### src/include/ssl_pkg.sv
// Functional notes
// - shift one bit per serial clock, msb first
// - load strobe rise copies word into latch
// - binary select codes zero to five; six, seven ignored
// - phase, modulus, doubler, halver, divider, current shadowed
// - shadowed settings apply on next latch zero write
// - divider select shadowed only when buffer bit set
// - whole part sixteen bits, range by prescaler
// - denominator 2..4095, numerator below denominator
// - feedback, numerator and denominator counters present
// - feedback divides by whole plus fraction
// - ten bit reference divider, ratio 1..1023
// - doubler and halver scale comparison rate
// - integer mode when numerator zero and function bit
// - probe selects lock, feedback or reference divider
// - two bits choose output power level
// - mute until lock keeps output off
// - chip enable low powers down, tristates pump
// - lock indicator high while locked
// - mute pin low silences output
package ssl_pkg;
  localparam int WORD_W = 32;
  localparam int NUM_LATCH = 6;
  localparam logic [2:0] SEL_R0 = 3'h0;
  localparam logic [2:0] SEL_R1 = 3'h1;
  localparam logic [2:0] SEL_R2 = 3'h2;
  localparam logic [2:0] SEL_R4 = 3'h4;
  localparam logic [31:0] LATCH_RST = 32'h0000_0000;
  // field positions
  localparam int INT_LSB = 15;
  localparam int PARTIAL_NUMERATOR_LSB = 3;
  localparam int PHASE_LSB = 15;
  localparam int MOD_LSB = 3;
  localparam int PRESC_BIT = 27;
  localparam int PROBE_LSB = 26;
  localparam int DBL_BIT = 25;
  localparam int HALF_BIT = 24;
  localparam int RDIV_LSB = 14;
  localparam int DBUF_BIT = 13;
  localparam int CP_LSB = 9;
  localparam int LDF_BIT = 8;
  localparam int PD_BIT = 5;
  localparam int CPTRI_BIT = 4;
  localparam int CRST_BIT = 3;
  localparam int DIVSEL_LSB = 20;
  localparam int MUTE_UNTIL_LOCK_BIT = 10;
  localparam int RFEN_BIT = 5;
  localparam int PWR_LSB = 3;
  // legal ranges
  localparam logic [15:0] INT_MIN_45 = 16'h0017;
  localparam logic [15:0] INT_MAX_45 = 16'h7FFF;
  localparam logic [15:0] INT_MIN_89 = 16'h004B;
  localparam logic [11:0] MOD_MIN = 12'h002;
  // probe codes
  localparam logic [2:0] PROBE_HIGH = 3'h1;
  localparam logic [2:0] PROBE_RDIV = 3'h3;
  localparam logic [2:0] PROBE_NDIV = 3'h4;
  localparam logic [2:0] PROBE_LOCK = 3'h6;
  // lock detector timing, in core clock cycles and comparisons
  localparam int LOCK_WIN_CYC = 4;
  localparam int LOCK_GOOD_CNT = 5;

  typedef enum logic {LK_UNLOCKED, LK_LOCKED} ssl_lock_t;

  // a zero ratio would stall a divider; treat it as one
  function automatic logic [16:0] ssl_safe_ratio(input logic [16:0] r);
    ssl_safe_ratio = (r == 17'h00000) ? 17'h00001 : r;
  endfunction
endpackage

### src/rtl/ssl_sync2.sv
`timescale 1ns/1ps
module ssl_sync2 #(
  parameter int W = 1
) (
  input  wire logic         core_clk,
  input  wire logic         rstn,
  input  wire logic [W-1:0] d,
  output logic      [W-1:0] q
);
  logic [W-1:0] meta_ff;

  generate
    if (W < 1) begin : g_bad
      $error("ssl_sync2 width must be at least one");
    end
  endgenerate

  always_ff @(posedge core_clk or negedge rstn) begin
    if (!rstn) begin
      meta_ff <= '0;
      q       <= '0;
    end else begin
      meta_ff <= d;
      q       <= meta_ff;
    end
  end
endmodule

### src/rtl/ssl_pulse_div.sv
`timescale 1ns/1ps
module ssl_pulse_div #(
  parameter int CNT_W = 16
) (
  input  wire logic             core_clk,
  input  wire logic             rstn,
  input  wire logic             clear,
  input  wire logic             tick,
  input  wire logic [CNT_W-1:0] ratio,
  output logic                  pulse_ff
);
  logic [CNT_W-1:0] cnt_ff;

  generate
    if (CNT_W < 2 || CNT_W > 17) begin : g_bad
      $error("ssl_pulse_div width out of range");
    end
  endgenerate

  // one output pulse per ratio input ticks
  always_ff @(posedge core_clk or negedge rstn) begin
    if (!rstn) begin
      cnt_ff   <= '0;
      pulse_ff <= 1'b0;
    end else if (clear) begin
      cnt_ff   <= '0;
      pulse_ff <= 1'b0;
    end else if (tick) begin
      if (cnt_ff >= ratio - CNT_W'(1)) begin
        cnt_ff   <= '0;
        pulse_ff <= 1'b1;
      end else begin
        cnt_ff   <= cnt_ff + CNT_W'(1);
        pulse_ff <= 1'b0;
      end
    end else begin
      pulse_ff <= 1'b0;
    end
  end
endmodule

### src/rtl/ssl_config_top.sv
`timescale 1ns/1ps
module ssl_config_top #(
  parameter int LOCK_WIN  = ssl_pkg::LOCK_WIN_CYC,
  parameter int LOCK_GOOD = ssl_pkg::LOCK_GOOD_CNT
) (
  input  wire logic        core_clk,
  input  wire logic        rstn,
  input  wire logic        serial_clk,
  input  wire logic        serial_data,
  input  wire logic        load_strobe,
  input  wire logic        chip_enable,
  input  wire logic        rf_output_mute_n,
  input  wire logic        ref_in,
  input  wire logic        rf_fb_in,
  output logic             lock_indicator,
  output logic             internal_probe_output,
  output logic             rf_out_enable,
  output logic [1:0]       rf_power_level,
  output logic [2:0]       out_div_sel,
  output logic [2:0]       cp_current,
  output logic [11:0]      phase_value,
  output logic             prescaler_89,
  output logic             cp_tristate,
  output logic             device_powered,
  output logic             integer_mode,
  output logic             cfg_range_err
);
  import ssl_pkg::*;

  generate
    if (LOCK_WIN < 1 || LOCK_WIN > 254 || LOCK_GOOD < 1 || LOCK_GOOD > 255) begin : g_bad
      $error("ssl_config_top lock parameters out of range");
    end
  endgenerate

  // ----------------------------------------------------------------
  // pin synchronisers and edge detection
  // ----------------------------------------------------------------
  logic [6:0]  pins_q;
  logic        sclk_q;
  logic        sdat_q;
  logic        le_q;
  logic        ce_q;
  logic        mute_n_q;
  logic        ref_q;
  logic        fb_q;
  logic        sclk_d_ff;
  logic        le_d_ff;
  logic        ref_d_ff;
  logic        fb_d_ff;
  logic        sclk_rise;
  logic        le_rise;

  ssl_sync2 #(.W(7)) u_sync (
    .core_clk (core_clk),
    .rstn     (rstn),
    .d        ({serial_clk, serial_data, load_strobe, chip_enable, rf_output_mute_n, ref_in, rf_fb_in}),
    .q        (pins_q)
  );

  assign {sclk_q, sdat_q, le_q, ce_q, mute_n_q, ref_q, fb_q} = pins_q;

  always_ff @(posedge core_clk or negedge rstn) begin
    if (!rstn) begin
      sclk_d_ff <= 1'b0;
      le_d_ff   <= 1'b0;
      ref_d_ff  <= 1'b0;
      fb_d_ff   <= 1'b0;
    end else begin
      sclk_d_ff <= sclk_q;
      le_d_ff   <= le_q;
      ref_d_ff  <= ref_q;
      fb_d_ff   <= fb_q;
    end
  end

  assign sclk_rise = sclk_q & ~sclk_d_ff;
  assign le_rise   = le_q & ~le_d_ff;

  // ----------------------------------------------------------------
  // serial input register and latches
  // ----------------------------------------------------------------
  logic [31:0] shift_ff;
  logic [31:0] latch_ff [0:NUM_LATCH-1];
  logic [NUM_LATCH-1:0] wr;
  logic        r0_wr;
  logic        dbuf_on;

  always_ff @(posedge core_clk or negedge rstn) begin
    if (!rstn) begin
      shift_ff <= LATCH_RST;
    end else if (sclk_rise) begin
      shift_ff <= {shift_ff[30:0], sdat_q};
    end
  end

  always_comb begin
    for (int i = 0; i < NUM_LATCH; i++) begin
      wr[i] = le_rise && (shift_ff[2:0] == 3'(i));
    end
  end

  assign r0_wr   = wr[SEL_R0];
  assign dbuf_on = latch_ff[SEL_R2][DBUF_BIT];

  always_ff @(posedge core_clk or negedge rstn) begin
    if (!rstn) begin
      for (int i = 0; i < NUM_LATCH; i++) begin
        latch_ff[i] <= LATCH_RST;
      end
    end else begin
      for (int i = 0; i < NUM_LATCH; i++) begin
        if (wr[i]) begin
          latch_ff[i] <= shift_ff;
        end
      end
    end
  end

  // ----------------------------------------------------------------
  // shadow stage
  // ----------------------------------------------------------------
  logic [11:0] mod_eff_ff;
  logic        dbl_eff_ff;
  logic        half_eff_ff;
  logic [9:0]  rdiv_eff_ff;
  logic [2:0]  cp_eff_ff;
  logic [11:0] phase_eff_ff;
  logic [2:0]  div_sel_ff;

  always_ff @(posedge core_clk or negedge rstn) begin
    if (!rstn) begin
      phase_eff_ff <= 12'h000;
      mod_eff_ff   <= 12'h000;
      dbl_eff_ff   <= 1'b0;
      half_eff_ff  <= 1'b0;
      rdiv_eff_ff  <= 10'h000;
      cp_eff_ff    <= 3'h0;
    end else if (r0_wr) begin
      phase_eff_ff <= latch_ff[SEL_R1][PHASE_LSB +: 12];
      mod_eff_ff   <= latch_ff[SEL_R1][MOD_LSB +: 12];
      dbl_eff_ff   <= latch_ff[SEL_R2][DBL_BIT];
      half_eff_ff  <= latch_ff[SEL_R2][HALF_BIT];
      rdiv_eff_ff  <= latch_ff[SEL_R2][RDIV_LSB +: 10];
      cp_eff_ff    <= latch_ff[SEL_R2][CP_LSB +: 3];
    end
  end

  always_ff @(posedge core_clk or negedge rstn) begin
    if (!rstn) begin
      div_sel_ff <= 3'h0;
    end else if (wr[SEL_R4] && !dbuf_on) begin
      div_sel_ff <= shift_ff[DIVSEL_LSB +: 3];
    end else if (r0_wr && dbuf_on) begin
      div_sel_ff <= latch_ff[SEL_R4][DIVSEL_LSB +: 3];
    end
  end

  // ----------------------------------------------------------------
  // reference path
  // ----------------------------------------------------------------
  logic [15:0] int_val;
  logic [11:0] partial_numerator_val;
  logic        hold;
  logic        ref_tick;
  logic        rdiv_pulse;
  logic        half_tgl_ff;
  logic        ref_pfd;
  logic [16:0] rdiv_ratio;

  assign rdiv_ratio = ssl_safe_ratio({7'h00, rdiv_eff_ff});
  assign int_val  = latch_ff[SEL_R0][INT_LSB +: 16];
  assign partial_numerator_val = latch_ff[SEL_R0][PARTIAL_NUMERATOR_LSB +: 12];
  assign hold     = ~ce_q | latch_ff[SEL_R2][PD_BIT] | latch_ff[SEL_R2][CRST_BIT];

  // doubler counts both reference edges
  assign ref_tick = dbl_eff_ff ? (ref_q ^ ref_d_ff) : (ref_q & ~ref_d_ff);

  ssl_pulse_div #(.CNT_W(10)) u_rdiv (
    .core_clk (core_clk),
    .rstn     (rstn),
    .clear    (hold),
    .tick     (ref_tick),
    .ratio    (rdiv_ratio[9:0]),
    .pulse_ff (rdiv_pulse)
  );

  always_ff @(posedge core_clk or negedge rstn) begin
    if (!rstn) begin
      half_tgl_ff <= 1'b0;
    end else if (hold) begin
      half_tgl_ff <= 1'b0;
    end else if (rdiv_pulse) begin
      half_tgl_ff <= ~half_tgl_ff;
    end
  end

  assign ref_pfd = rdiv_pulse & (~half_eff_ff | half_tgl_ff);

  // ----------------------------------------------------------------
  // fractional feedback path
  // ----------------------------------------------------------------
  logic        fb_tick;
  logic        n_pulse;
  logic        carry_ff;
  logic [11:0] num_acc_ff;
  logic [11:0] den_cnt_ff;
  logic [12:0] nxt_sum;
  logic        nxt_carry;
  logic        mod_ok;

  assign fb_tick   = fb_q & ~fb_d_ff;
  assign mod_ok    = mod_eff_ff >= MOD_MIN;
  assign nxt_sum   = {1'b0, num_acc_ff} + {1'b0, partial_numerator_val};
  assign nxt_carry = mod_ok && (nxt_sum >= {1'b0, mod_eff_ff});

  ssl_pulse_div #(.CNT_W(17)) u_ndiv (
    .core_clk (core_clk),
    .rstn     (rstn),
    .clear    (hold),
    .tick     (fb_tick),
    .ratio    (ssl_safe_ratio({1'b0, int_val} + {16'h0000, carry_ff})),
    .pulse_ff (n_pulse)
  );

  // numerator accumulates; denominator counter restarts the sequence
  always_ff @(posedge core_clk or negedge rstn) begin
    if (!rstn) begin
      num_acc_ff <= 12'h000;
      den_cnt_ff <= 12'h000;
      carry_ff   <= 1'b0;
    end else if (hold || !mod_ok) begin
      num_acc_ff <= 12'h000;
      den_cnt_ff <= 12'h000;
      carry_ff   <= 1'b0;
    end else if (n_pulse) begin
      carry_ff <= nxt_carry;
      if (den_cnt_ff >= mod_eff_ff - 12'h001) begin
        den_cnt_ff <= 12'h000;
        num_acc_ff <= 12'h000;
      end else begin
        den_cnt_ff <= den_cnt_ff + 12'h001;
        num_acc_ff <= nxt_carry ? 12'(nxt_sum - {1'b0, mod_eff_ff}) : nxt_sum[11:0];
      end
    end
  end

  // ----------------------------------------------------------------
  // digital lock detector
  // ----------------------------------------------------------------
  ssl_lock_t   lock_st_ff;
  ssl_lock_t   nxt_lock_st;
  logic [7:0]  gap_ff;
  logic [7:0]  good_ff;
  logic        fb_seen_ff;
  logic        bad_evt;

  assign bad_evt = hold | (ref_pfd & ~fb_seen_ff & ~n_pulse) | (n_pulse & (gap_ff > 8'(LOCK_WIN)));

  always_ff @(posedge core_clk or negedge rstn) begin
    if (!rstn) begin
      gap_ff     <= 8'hFF;
      fb_seen_ff <= 1'b0;
    end else begin
      if (ref_pfd) begin
        gap_ff <= 8'h00;
      end else if (gap_ff != 8'hFF) begin
        gap_ff <= gap_ff + 8'h01;
      end
      if (n_pulse) begin
        fb_seen_ff <= 1'b1;
      end else if (ref_pfd) begin
        fb_seen_ff <= 1'b0;
      end
    end
  end

  always_ff @(posedge core_clk or negedge rstn) begin
    if (!rstn) begin
      good_ff <= 8'h00;
    end else if (bad_evt) begin
      good_ff <= 8'h00;
    end else if (n_pulse && good_ff != 8'hFF) begin
      good_ff <= good_ff + 8'h01;
    end
  end

  always_comb begin
    nxt_lock_st = lock_st_ff;
    if (bad_evt) begin
      nxt_lock_st = LK_UNLOCKED;
    end else if (good_ff >= 8'(LOCK_GOOD)) begin
      nxt_lock_st = LK_LOCKED;
    end
  end

  always_ff @(posedge core_clk or negedge rstn) begin
    if (!rstn) begin
      lock_st_ff <= LK_UNLOCKED;
    end else begin
      lock_st_ff <= nxt_lock_st;
    end
  end

  // ----------------------------------------------------------------
  // outputs
  // ----------------------------------------------------------------
  logic        locked;
  logic        presc89;
  logic [2:0]  probe_sel;

  assign locked    = lock_st_ff == LK_LOCKED;
  assign presc89   = latch_ff[SEL_R1][PRESC_BIT];
  assign probe_sel = latch_ff[SEL_R2][PROBE_LSB +: 3];

  always_ff @(posedge core_clk or negedge rstn) begin
    if (!rstn) begin
      lock_indicator        <= 1'b0;
      internal_probe_output <= 1'b0;
    end else begin
      lock_indicator <= locked;
      unique case (probe_sel)
        PROBE_HIGH: internal_probe_output <= 1'b1;
        PROBE_RDIV: internal_probe_output <= ref_pfd;
        PROBE_NDIV: internal_probe_output <= n_pulse;
        PROBE_LOCK: internal_probe_output <= locked;
        default:    internal_probe_output <= 1'b0;
      endcase
    end
  end

  always_ff @(posedge core_clk or negedge rstn) begin
    if (!rstn) begin
      rf_out_enable  <= 1'b0;
      cp_tristate    <= 1'b1;
      device_powered <= 1'b0;
    end else begin
      device_powered <= ce_q & ~latch_ff[SEL_R2][PD_BIT];
      cp_tristate    <= ~ce_q | latch_ff[SEL_R2][PD_BIT] | latch_ff[SEL_R2][CPTRI_BIT];
      rf_out_enable  <= ce_q & mute_n_q & latch_ff[SEL_R4][RFEN_BIT]
                        & (~latch_ff[SEL_R4][MUTE_UNTIL_LOCK_BIT] | locked);
    end
  end

  always_ff @(posedge core_clk or negedge rstn) begin
    if (!rstn) begin
      integer_mode  <= 1'b0;
      cfg_range_err <= 1'b0;
    end else begin
      integer_mode  <= (partial_numerator_val == 12'h000) && latch_ff[SEL_R2][LDF_BIT];
      cfg_range_err <= (presc89 ? (int_val < INT_MIN_89) : (int_val < INT_MIN_45 || int_val > INT_MAX_45))
                       || !mod_ok || (partial_numerator_val >= mod_eff_ff) || (rdiv_eff_ff == 10'h000);
    end
  end

  assign rf_power_level = latch_ff[SEL_R4][PWR_LSB +: 2];
  assign out_div_sel    = div_sel_ff;
  assign cp_current     = cp_eff_ff;
  assign phase_value    = phase_eff_ff;
  assign prescaler_89   = presc89;
endmodule

### config.mk
export PLATFORM = sky130hd
export DESIGN_NAME = ssl_config_top
export DESIGN_NICKNAME = d
export VERILOG_FILES = /design/src/include/ssl_pkg.sv /design/src/rtl/ssl_sync2.sv /design/src/rtl/ssl_pulse_div.sv /design/src/rtl/ssl_config_top.sv
export SDC_FILE = /design/constraint.sdc
export NUM_CORES = 1
export LEC_CHECK = 0
export BUFFER_PORTS_ARGS = -buffer_cell sky130_fd_sc_hd__clkbuf_2
export CORE_UTILIZATION = 65
export DETAILED_ROUTE_END_ITERATION = 7
export MAX_ROUTING_LAYER = met4
export PLACE_DENSITY_LB_ADDON = 0.1
export REMOVE_ABC_BUFFERS = 1
export SYNTH_ARGS = -nofsm -noshare
export SYNTH_HDL_FRONTEND = slang
export SYNTH_SLANG_ARGS = --single-unit
### constraint.sdc
create_clock -name core_clk -period 8.34 [get_ports core_clk]
set_input_delay 0.417 -clock core_clk [delete_from_list [all_inputs] [get_ports core_clk]]
set_output_delay 0.417 -clock core_clk [all_outputs]
set_load 0.02 [all_outputs]
==> results.tsv, run 1 <==
stage	metric	value	unit
pwr	seqPwrFrac	35.1	%
routing	postRouteAntennaNets	0	
critical_path	crit_path_top_delay_cell	a21oi_2	
cts	cts.root.buffer_cell	clkbuf_16	
synth	yosys_warnings	0	
floorplan	rows	53	
pwr	pwr-share-clk	28.3	%
pwr	net-switching-power	1.605	mW
place	gp_congestion	0.9293	
cts	clk_pin_slew_worst_paths	0.06	ns
pwr	p_sw_share	35.77	%
grt	grt_max_degree	170	
critical_path	crit_path_cell_trace	ha_1 -> ha_1 -> nand3_1 -> nor4_2 -> mux2_2 -> a31oi_1 -> ha_1 -> o21ai_0 -> a21oi_1 -> nand2_1 -> mux2i_1 -> xor2_1 -> ha_1 -> a21o_1 -> a21o_1 -> a221oi_1 -> o41ai_1 -> a21oi_2 -> and2_1 -> a22o_1	
synth	netlist_area	0.01405	sq mm
timing	max-slew-margin-rel	24.55	%
timing	rsz0062_at_grt	false	
timing	tns	0	ns
timing	worst_slack	1.850	ns
routing	wire_per_inst	18.68	um
final_layout	mostFrequentLayoutCells	dfrtp_1 (245), mux2_2 (157), ha_1 (90)	
critical_path	cp_common_cell	ha_1	
timing	post-route-period-util	77.82	%
floorplan	start_util	66.63	%
grt	grt_usage	29.44	%
cts	numCtsBuffers	27	
floorplan	fp.coreArea	0.02109	sq mm
routing	drt_iter0_drc	582	
critical_path	cpPeakStageDelay	0.83	ns
final_layout	final_common_cell	dfrtp_1	
timing	tightest_slew	1.132	ns
synth	yosys.area.top_type	dfrtp_1	
routing	vias_per_cell	6.251	
critical_path	path_max_fanout	29	
worst_hold_path	min_path_type	reg2reg	
synth	synth.distinct_cells	73	
pwr	combPwrFrac	36.6	%
cts	cts.path.max_buffers	3	
floorplan	die_area	0.02221	sq mm
grt	antenna_found_initial	0	
synth	synth-edff-count	0	
final_layout	syn_to_final_growth	10.16	%
timing	fin_crit	6.490	ns
routing	drt-total-wl	30.14	mm
synth	yosys-top-cells-area	dfrtp_1 (44%), mux2_2 (13%), ha_1 (8.0%), xnor2_1 (2.9%), a31oi_1 (2.0%)	
synth	synth_seq_cells	254	
grt	grt_overflow	0	
cts	clkSinkCount	254	
status	outcome	completed	
place	pre_cts_ws	1.959	ns
pwr	vdd_ir_drop_max	380.4	uV
timing	setup_viol	0	
critical_path	cp.arrival	6.96	ns
timing	clock.fmax	154.1	MHz
synth	synthFlopType	dfrtp_1	
final_layout	drive_gt1_share	20.63	%
routing	dr.pass1.iters	5	
grt	first_global_vias	10080	
critical_path	required	8.81	ns
critical_path	end_kind	register	
synth	synth_area_per_cell	10.91	sq um
pwr	p_leak	7.414	nW
pwr	p_int	2.882	mW
place	dp_hpwl	20.32	mm
synth	syn_inst	1288	
critical_path	crit_type	reg2reg	
job	max_cap_violations	0	
timing	fin_skew	0.03199	ns
synth	async_flop_share	100.0	%
synth	synth_top_area_share	43.63	%
place	io_buffers	36	
pwr	p_per_area	289.9	mW/mm^2
routing	num_vias	10080	
synth	synth_seq_area_share	45.32	%
cts	clk_latency	0.56	ns
final_layout	fin_nets	1420	
timing	hold_viol_final	0	
floorplan	die_h	149.0	um
cts	h-tree-depth	1	
timing	drv_slew	0	
floorplan	boundaryPins	37	
grt	grt_pass1_wl	50.95	mm
critical_path	startpoint_type	register	
routing	drc	0	
final_layout	antenna_cells	0	
floorplan	die_w	149.0	um
cts	post-cts-setup-buffer-count	0	
cts	cts_tree	done	
-- routing by layer --
metal	GRT usage [%]	share of wire (%)	up-vias
met1	39.01	45	4971
met3	3.364	4.0	57
met4	8.265	2.6	0
li1	-	-	4813
met5	-	0	-
met2	48.07	49	242
-- what timing repair did --
item	CTS	global route
hold buffers	8	0
resized for setup	0	0
hold endpoints to repair	92	0
-- worst max-delay path, delay by kind of cell (launching register included) --
family / cells / cell delay [ns]
adder cells (fa/ha/maj): 4 / 1.21
multiplexers: 2 / 0.61
AO/OA/AOI/OAI: 9 / 2.72
XOR/XNOR: 1 / 0.18
flip-flops: 1 / 0.37
AND/OR/NAND/NOR: 4 / 1.31
-- metrics by stage --
stage          power (mW)  hold slack [ns]  instance area, sq um  std cells  utilization (%)
5_1_grt             4.770           0.3603                 15480       1613            73.40
3_3_place_gp        3.177           0.3324                 14460       1557            68.55
6_report            4.488           0.3539                 15480       1613            73.40
4_1_cts             4.505           0.3514                 15480       1613            73.40
3_5_place_dp        3.224           0.3379                 14460       1557            68.55
2_1_floorplan       2.789           0.1214                 13820       1236                -
-- cells in the mapped netlist (5+ instances only) --
cell,number
xor2_1,23
nor2b_1,13
and3_1,27
nand3_1,45
nor4b_1,6
nor3b_1,10
a22o_1,5
buf_1,7
nand4_1,14
clkbuf_1,35
nor2_1,72
dfrtp_1,245
inv_1,45
or3_1,8
a21o_1,24
nand3b_1,14
a311oi_1,7
ha_1,90
mux2_2,157
o21ai_1,13
dfstp_2,9
xnor2_1,46
o21a_1,12
nand2_1,52
mux2i_1,20
buf_2,5
a211oi_1,8
a21oi_1,39
o21ai_0,43
nor4_1,17
and2_1,11
o211ai_1,5
nand2b_1,12
a31oi_1,46
or4_1,6
nor3_1,28
-- area by class of cell --
cell class                 count  area, sq um
inverter                      45        168.9
clock buffer                  33        748.2
sequential                   254         6367
timing repair buffer          54        357.8
fill                        1470         5609
clock inverter                15        195.2
tap                          275        344.1
multi-input combinational    937         7297
-- worst paths after layout --
path	startpoint	to	slack [ns]	depth (start not counted)
worst min-delay path	u_sync.meta_ff[2]	u_sync.q[2]	0.35	0
worst min register to register	u_sync.meta_ff[2]	u_sync.q[2]	0.35	0
max in group asynchronous	rstn	latch_ff[165]	6.57	3
worst max-delay path	int_val[0]	u_ndiv.cnt_ff[1]	1.85	20
min in group asynchronous	rstn	u_rdiv.cnt_ff[4]	0.46	2
worst max register to register	int_val[0]	u_ndiv.cnt_ff[1]	1.85	20
-- power by group through the flow --
| stage | clock network (mW) | registers (mW) | logic (mW) |
|---|---|---|---|
| 2_1_floorplan | 0 | 1.55 | 1.24 |
| 3_3_place_gp | 0 | 1.58 | 1.59 |
| 3_5_place_dp | 0 | 1.59 | 1.63 |
| 4_1_cts | 1.29 | 1.57 | 1.64 |
| 5_1_grt | 1.34 | 1.60 | 1.83 |
| 6_report | 1.27 | 1.58 | 1.64 |
-- cell families after synthesis --
group | Yosys count | share of synthesized area (%)
AO/OA/AOI/OAI | 248 | 11.78
XOR/XNOR | 69 | 4.301
adder cells (fa/ha/maj) | 92 | 8.299
buffers and inverters | 97 | 2.849
flip-flops | 254 | 45.32
multiplexers | 177 | 14.01
AND/OR/NAND/NOR | 351 | 13.45
-- registers in the layout (all words and copies together) (netlist names), 2 cells and up --
register / cells
cp_current: 3
den_cnt_ff: 12
gap_ff: 8
good_ff: 8
int_val: 16
latch_ff: 63
mod_eff_ff: 12
num_acc_ff: 12
out_div_sel: 3
phase_value: 12
rdiv_eff_ff: 10
rf_power_level: 2
shift_ff: 31
u_ndiv.cnt_ff: 17
u_rdiv.cnt_ff: 10
u_sync.meta_ff: 7
u_sync.q: 7
Power figures use the tool's default switching activity.
==> run 2, diff against run 1 <==
CORE_UTILIZATION = 63   (was 65)
clock period = 6 ns   (was 8.34 ns; I/O delays follow)
==> run 2 against run 1 <==
Routed wire length shrank 1.6%. Utilization fell by 2.4 points. Flip-flop and latch count did not move. Combinational power grew 45%. Critical path type unchanged. Largest cell class unchanged.
==> results.tsv, run 2 (synthesis results as in run 1) <==
stage	metric	value	unit
timing	max-slew-margin-rel	32.56	%
final_layout	final_common_cell	dfrtp_1	
routing	wire_per_inst	18.23	um
cts	numCtsBuffers	27	
critical_path	startpoint_type	register	
place	dp_hpwl	20.13	mm
grt	grt_usage	27.76	%
routing	drt_iter0_drc	532	
routing	drt-total-wl	29.66	mm
timing	fin_skew	0.01709	ns
critical_path	cp_common_cell	ha_1	
final_layout	largest_reg_flops	63	
timing	rsz0062_at_grt	false	
pwr	vdd_ir_drop_max	346.9	uV
timing	post-route-period-util	89.42	%
timing	setup_viol	0	
critical_path	required	6.45	ns
routing	postRouteAntennaNets	0	
critical_path	path_max_fanout	13	
critical_path	cp_top_family	compound AO/OA/AOI/OAI gates	
cts	clk_latency	0.54	ns
critical_path	crit_buf_inv	2	
cts	cts.path.max_buffers	3	
floorplan	die_w	151.3	um
place	pre_cts_ws	0.3944	ns
status	outcome	completed	
final_layout	final_util	71.05	%
cts	h-tree-depth	1	
final_layout	syn_to_final_growth	10.35	%
timing	hold_viol_final	0	
cts	clk_pin_slew_worst_paths	0.06	ns
grt	antenna_found_initial	1	
critical_path	cp.arrival	5.81	ns
cts	cts_tree	done	
place	io_buffers	36	
critical_path	r2r-start	int_val[0]	
job	max_cap_violations	0	
final_layout	mostFrequentLayoutCells	dfrtp_1 (245), mux2_2 (157), ha_1 (90)	
critical_path	end_kind	register	
pwr	p_leak	7.435	nW
timing	fin_crit	5.365	ns
final_layout	drive_gt1_share	21.17	%
critical_path	cpPeakStageDelay	0.37	ns
timing	tightest_slew	1.012	ns
routing	vias_per_cell	6.192	
floorplan	rows	54	
worst_hold_path	min_from	u_sync.meta_ff[3]	
routing	num_vias	10080	
timing	clock.fmax	186.4	MHz
grt	grt_pass1_wl	48.92	mm
place	gp_congestion	0.8960	
routing	dr.pass1.iters	5	
worst_hold_path	holdPathStages	0	
floorplan	die_h	151.3	um
cts	cts.root.buffer_cell	clkbuf_16	
timing	drv_slew	0	
final_layout	fin_nets	1427	
critical_path	timing.rr.end	u_ndiv.cnt_ff[14]	
floorplan	die_area	0.02290	sq mm
critical_path	crit_path_top_delay_cell	ha_1	
cts	clkSinkCount	254	
critical_path	reg2reg_slack	0.63	ns
final_layout	regMostFlops	latch_ff	
worst_hold_path	whs_endpoint	u_sync.q[3]	
timing	tns	0	ns
grt	grt_max_degree	138	
floorplan	boundaryPins	37	
pwr	p_per_area	401.6	mW/mm^2
floorplan	start_util	64.38	%
routing	drc	0	
timing	worst_slack	0.6349	ns
grt	grt_overflow	0	
critical_path	crit_path_cell_trace	ha_1 -> ha_1 -> nand3_1 -> nor4_2 -> buf_4 -> mux2_2 -> a31oi_1 -> ha_1 -> o21ai_0 -> a21oi_1 -> nand2_1 -> mux2i_1 -> xor2_1 -> ha_1 -> a21o_1 -> a21o_1 -> a221oi_1 -> o41ai_1 -> a21oi_2 -> buf_4 -> nand3b_1 -> a31oi_1	
floorplan	fp.coreArea	0.02182	sq mm
final_layout	top_regs	latch_ff x63, shift_ff x31, u_ndiv.cnt_ff x17	
grt	first_global_vias	9730	
worst_hold_path	min_path_type	reg2reg	
critical_path	crit_type	reg2reg	
critical_path	r2r_cells	22	
==> run 2: changes by cell type in the layout (fill, tap and decap cells not counted), sizes merged <==
cell    before  now
buf         11   18
clkinv       7    9
clkbuf      68   69
diode        0    1
bufinv       4    2
==> run 2: worst reg2reg max path, stage by stage (launching register included) <==
cell	delay (ns)
dfrtp_1	0.36
ha_1	0.29
ha_1	0.37
nand3_1	0.20
nor4_2	0.29
buf_4	0.19
mux2_2	0.37
a31oi_1	0.29
ha_1	0.24
o21ai_0	0.21
a21oi_1	0.24
nand2_1	0.12
mux2i_1	0.18
xor2_1	0.19
ha_1	0.27
a21o_1	0.16
a21o_1	0.16
a221oi_1	0.32
o41ai_1	0.16
a21oi_2	0.21
buf_4	0.22
nand3b_1	0.09
a31oi_1	0.17
==> run 2: area by class of cell <==
class	count	area, sq um
clock inverter	15	145.1
multi-input combinational	937	7298
sequential	254	6367
timing repair buffer	61	410.4
clock buffer	34	762.0
antenna	1	2.502
tap	280	350.3
inverter	45	168.9
fill	1629	6319
==> run 2: per-stage QoR <==
| stage | power (mW) | hold WS (ns) | cells | area (sq um) |
|---|---|---|---|---|
| 6_report | 6.227 | 0.3468 | 1627 | 15500 |
| 5_1_grt | 6.619 | 0.3549 | 1627 | 15500 |
| 4_1_cts | 6.215 | 0.3489 | 1624 | 15490 |
| 3_5_place_dp | 4.514 | 0.3355 | 1567 | 14500 |
| 3_3_place_gp | 4.457 | 0.3320 | 1567 | 14500 |
| 2_1_floorplan | 3.877 | 0.004409 | 1236 | 13820 |
==> run 2: worst max-delay path by stage <==
stage | start | endpoint | slack (ns) | depth (start not counted)
floorplan | int_val[0] | u_ndiv.cnt_ff[16] | 0.13 | 20
global placement | int_val[0] | u_ndiv.cnt_ff[9] | 0.53 | 22
detailed placement | int_val[0] | u_ndiv.cnt_ff[10] | 0.39 | 22
CTS | int_val[0] | u_ndiv.cnt_ff[14] | 0.39 | 22
global route | int_val[0] | u_ndiv.cnt_ff[12] | 0.05 | 22
finish | int_val[0] | u_ndiv.cnt_ff[14] | 0.63 | 22
==> run 2: where the power goes <==
part	internal [mW]	total, mW	switching [mW]
sequential	1.95	2.19	0.242
clock	0.987	1.67	0.684
combinational	1.06	2.37	1.31
total	3.99	6.23	2.24
==> run 2: timing repair <==
| item | 4_1_cts | 5_1_grt |
|---|---|---|
| resized for setup | 0 | 1 |
| setup endpoints to repair | 0 | 16 |
| buffers inserted | 0 | 2 |
| hold endpoints to repair | 136 | 0 |
| hold buffers | 8 | 0 |
==> run 2: metal layers <==
metal / wire, um / track usage [%]
met3: 1010 / 3.584
met4: 671 / 7.200
met1: 13600 / 36.38
met2: 14380 / 45.64
met5: 0 / -
==> run 3, diff against run 2 <==
BUFFER_PORTS_ARGS = not set   (was -buffer_cell sky130_fd_sc_hd__clkbuf_2)
CORE_UTILIZATION = 64   (was 63)
DONT_BUFFER_PORTS = 1   (was not set)
==> run 3 against run 2 <==
The run now ends with negative hold slack left. Via count down 2.2%. Highest routed layer unchanged. Critical path depth is the same. Maximum frequency is 2.3% lower. Total power shrank 1.2%. Global-route usage down 0.12 points. Largest cell class unchanged. Non-clock buffer count shrank 43. Clock skew shrank 0.0056 ns. Routed wire length is 2.9% lower. Sequential share of layout area grew 0.62 points. Final cell count shrank 3.0%.
==> results.tsv, run 3 (synthesis results as in run 1) <==
stage	metric	value	unit
place	dp_hpwl	19.45	mm
timing	fin_crit	5.494	ns
timing	tightest_slew	0.9932	ns
routing	wire_per_inst	18.25	um
status	outcome	complete, but fails checks	
floorplan	die_w	150.2	um
critical_path	path_max_fanout	29	
final_layout	mostFrequentLayoutCells	dfrtp_1 (245), mux2_2 (157), ha_1 (89)	
timing	setup_viol	0	
timing	hold_viol_final	254	
worst_hold_path	min_path_type	in2async	
cts	hold_buffers	7	
pwr	p_leak	7.239	nW
pwr	net-switching-power	2.165	mW
critical_path	r2r_cells	22	
routing	m1WireLength	13.14	mm
cts	cts.path.max_buffers	3	
cts	clkSinkCount	254	
grt	grt_usage	27.64	%
cts	numCtsBuffers	27	
critical_path	reg2reg_slack	0.51	ns
floorplan	die_area	0.02255	sq mm
final_layout	final_common_cell	dfrtp_1	
floorplan	fp.coreArea	0.02129	sq mm
pwr	seqPwrFrac	36.0	%
grt	first_global_vias	9558	
timing	tns	0	ns
critical_path	startpoint_type	register	
critical_path	timing.rr.end	u_ndiv.cnt_ff[15]	
routing	met2_length	13.84	mm
routing	drt-total-wl	28.79	mm
place	io_buffers	0	
routing	postRouteAntennaNets	0	
critical_path	required	6.47	ns
pwr	p_int	3.985	mW
final_layout	top_regs	latch_ff x63, shift_ff x31, u_ndiv.cnt_ff x17	
place	numPlacedInstances	1522	
timing	max-slew-margin-rel	33.79	%
final_layout	regMostFlops	latch_ff	
grt	grt_overflow	0	
cts	clk_latency	0.54	ns
critical_path	crit_type	reg2reg	
floorplan	die_h	150.2	um
final_layout	drive_gt1_share	18.42	%
final_layout	layout.cells.non_filler	1578	
timing	fin_skew	0.01144	ns
grt	antenna_found_initial	0	
floorplan	start_util	66.01	%
routing	drc	0	
grt	grt_pass1_wl	48.24	mm
floorplan	boundaryPins	37	
timing	rsz0062_at_grt	false	
cts	h-tree-depth	1	
pwr	combPwrFrac	35.8	%
routing	dr.pass1.iters	6	
timing	drv_slew	0	
place	gp_congestion	0.9211	
routing	dr.max_layer_used	met4	
critical_path	r2r-start	int_val[0]	
pwr	pwr-share-clk	28.1	%
floorplan	rows	53	
critical_path	cp.arrival	5.97	ns
job	max_cap_violations	0	
status	violations	negative hold slack	
cts	clk_pin_slew_worst_paths	0.06	ns
final_layout	antenna_cells	0	
critical_path	critPathCapture	u_ndiv.cnt_ff[15]	
grt	grt_max_degree	255	
final_layout	largest_reg_flops	63	
pwr	p_per_area	402.6	mW/mm^2
pwr	vdd_ir_drop_max	346.5	uV
timing	clock.fmax	182.0	MHz
pwr	p_sw_share	35.21	%
routing	met3_length	1.155	mm
timing	post-route-period-util	91.56	%
critical_path	end_kind	register	
final_layout	fin_nets	1384	
routing	num_vias	9857	
routing	vias_per_cell	6.247	
timing	fin_hold_ws	-0.5462	ns
final_layout	syn_to_final_growth	8.708	%
cts	cts.root.buffer_cell	clkbuf_16	
critical_path	critical_path.startpoint	int_val[0]	
cts	cts_tree	done	
routing	drt_iter0_drc	574	
[run 3: what timing repair did]
item | 4_1_cts | 5_1_grt
endpoints found under the hold margin | 261 | 254
buffers inserted | 0 | 0
gates resized for setup | 0 | 4
endpoints found under the setup margin | 0 | 16
[run 3: final cells by class]
| class | instances | area (sq um) |
|---|---|---|
| fillers | 1501 | 6012 |
| multi-input cells | 937 | 7313 |
| clock inverters | 13 | 188.9 |
| well taps | 275 | 344.1 |
| flip-flops and latches | 254 | 6367 |
| repair buffers | 18 | 152.6 |
| inverters | 45 | 168.9 |
| clock buffers | 36 | 739.5 |
[run 3: worst max-delay path, stage by stage (launching register included)]
cell and delay [ns]:
dfrtp_1 0.36, ha_1 0.29, ha_2 0.33, nand3_1 0.21
nor4_4 0.48, mux2_2 0.42, a31oi_1 0.25, ha_1 0.22
o21ai_0 0.21, a21oi_1 0.19, buf_4 0.16, nand2_1 0.08
mux2i_1 0.18, xor2_1 0.18, ha_1 0.27, a21o_1 0.16
a21o_1 0.18, a221oi_1 0.32, o41ai_1 0.14, a21oi_2 0.11
buf_4 0.29, and2_1 0.25, a22o_1 0.15
[run 3: worst min-delay path by stage]
stage / cells past startpoint / to
after floorplan: 0 / carry_ff
after global placement: 0 / u_rdiv.cnt_ff[5]
after detailed placement: 0 / u_rdiv.cnt_ff[4]
after CTS: 0 / u_rdiv.cnt_ff[4]
after global routing: 0 / u_rdiv.cnt_ff[4]
final: 0 / u_rdiv.cnt_ff[6]
[run 3: power by group through the flow]
stage          Sequential, mW  Clock, mW  Combinational (mW)
2_1_floorplan            2.15          0                1.73
3_3_place_gp             2.23          0                2.14
3_5_place_dp             2.24          0                2.19
4_1_cts                  2.22       1.76                2.20
5_1_grt                  2.25       1.83                2.46
6_report                 2.22       1.73                2.20
[run 3: metal layers]
| metal | track usage [%] | up-vias |
|---|---|---|
| met5 | - | - |
| met4 | 8.030 | 0 |
| met3 | 3.303 | 56 |
| met2 | 44.47 | 241 |
| met1 | 37.03 | 4826 |
| li1 | - | 4734 |
[run 3: per-stage QoR]
step	setup WS, ns	power (mW)	area, sq um	hold WS [ns]	util (%)
3_3_place_gp	0.5628	4.375	14260	0.009520	66.99
6_report	0.5062	6.150	15270	-0.5462	71.76
3_5_place_dp	0.3537	4.429	14260	0.01054	66.99
2_1_floorplan	0.1327	3.877	13820	0.004409	-
4_1_cts	0.3110	6.183	15260	-0.5655	71.68
5_1_grt	0.08835	6.539	15270	-0.5669	71.76
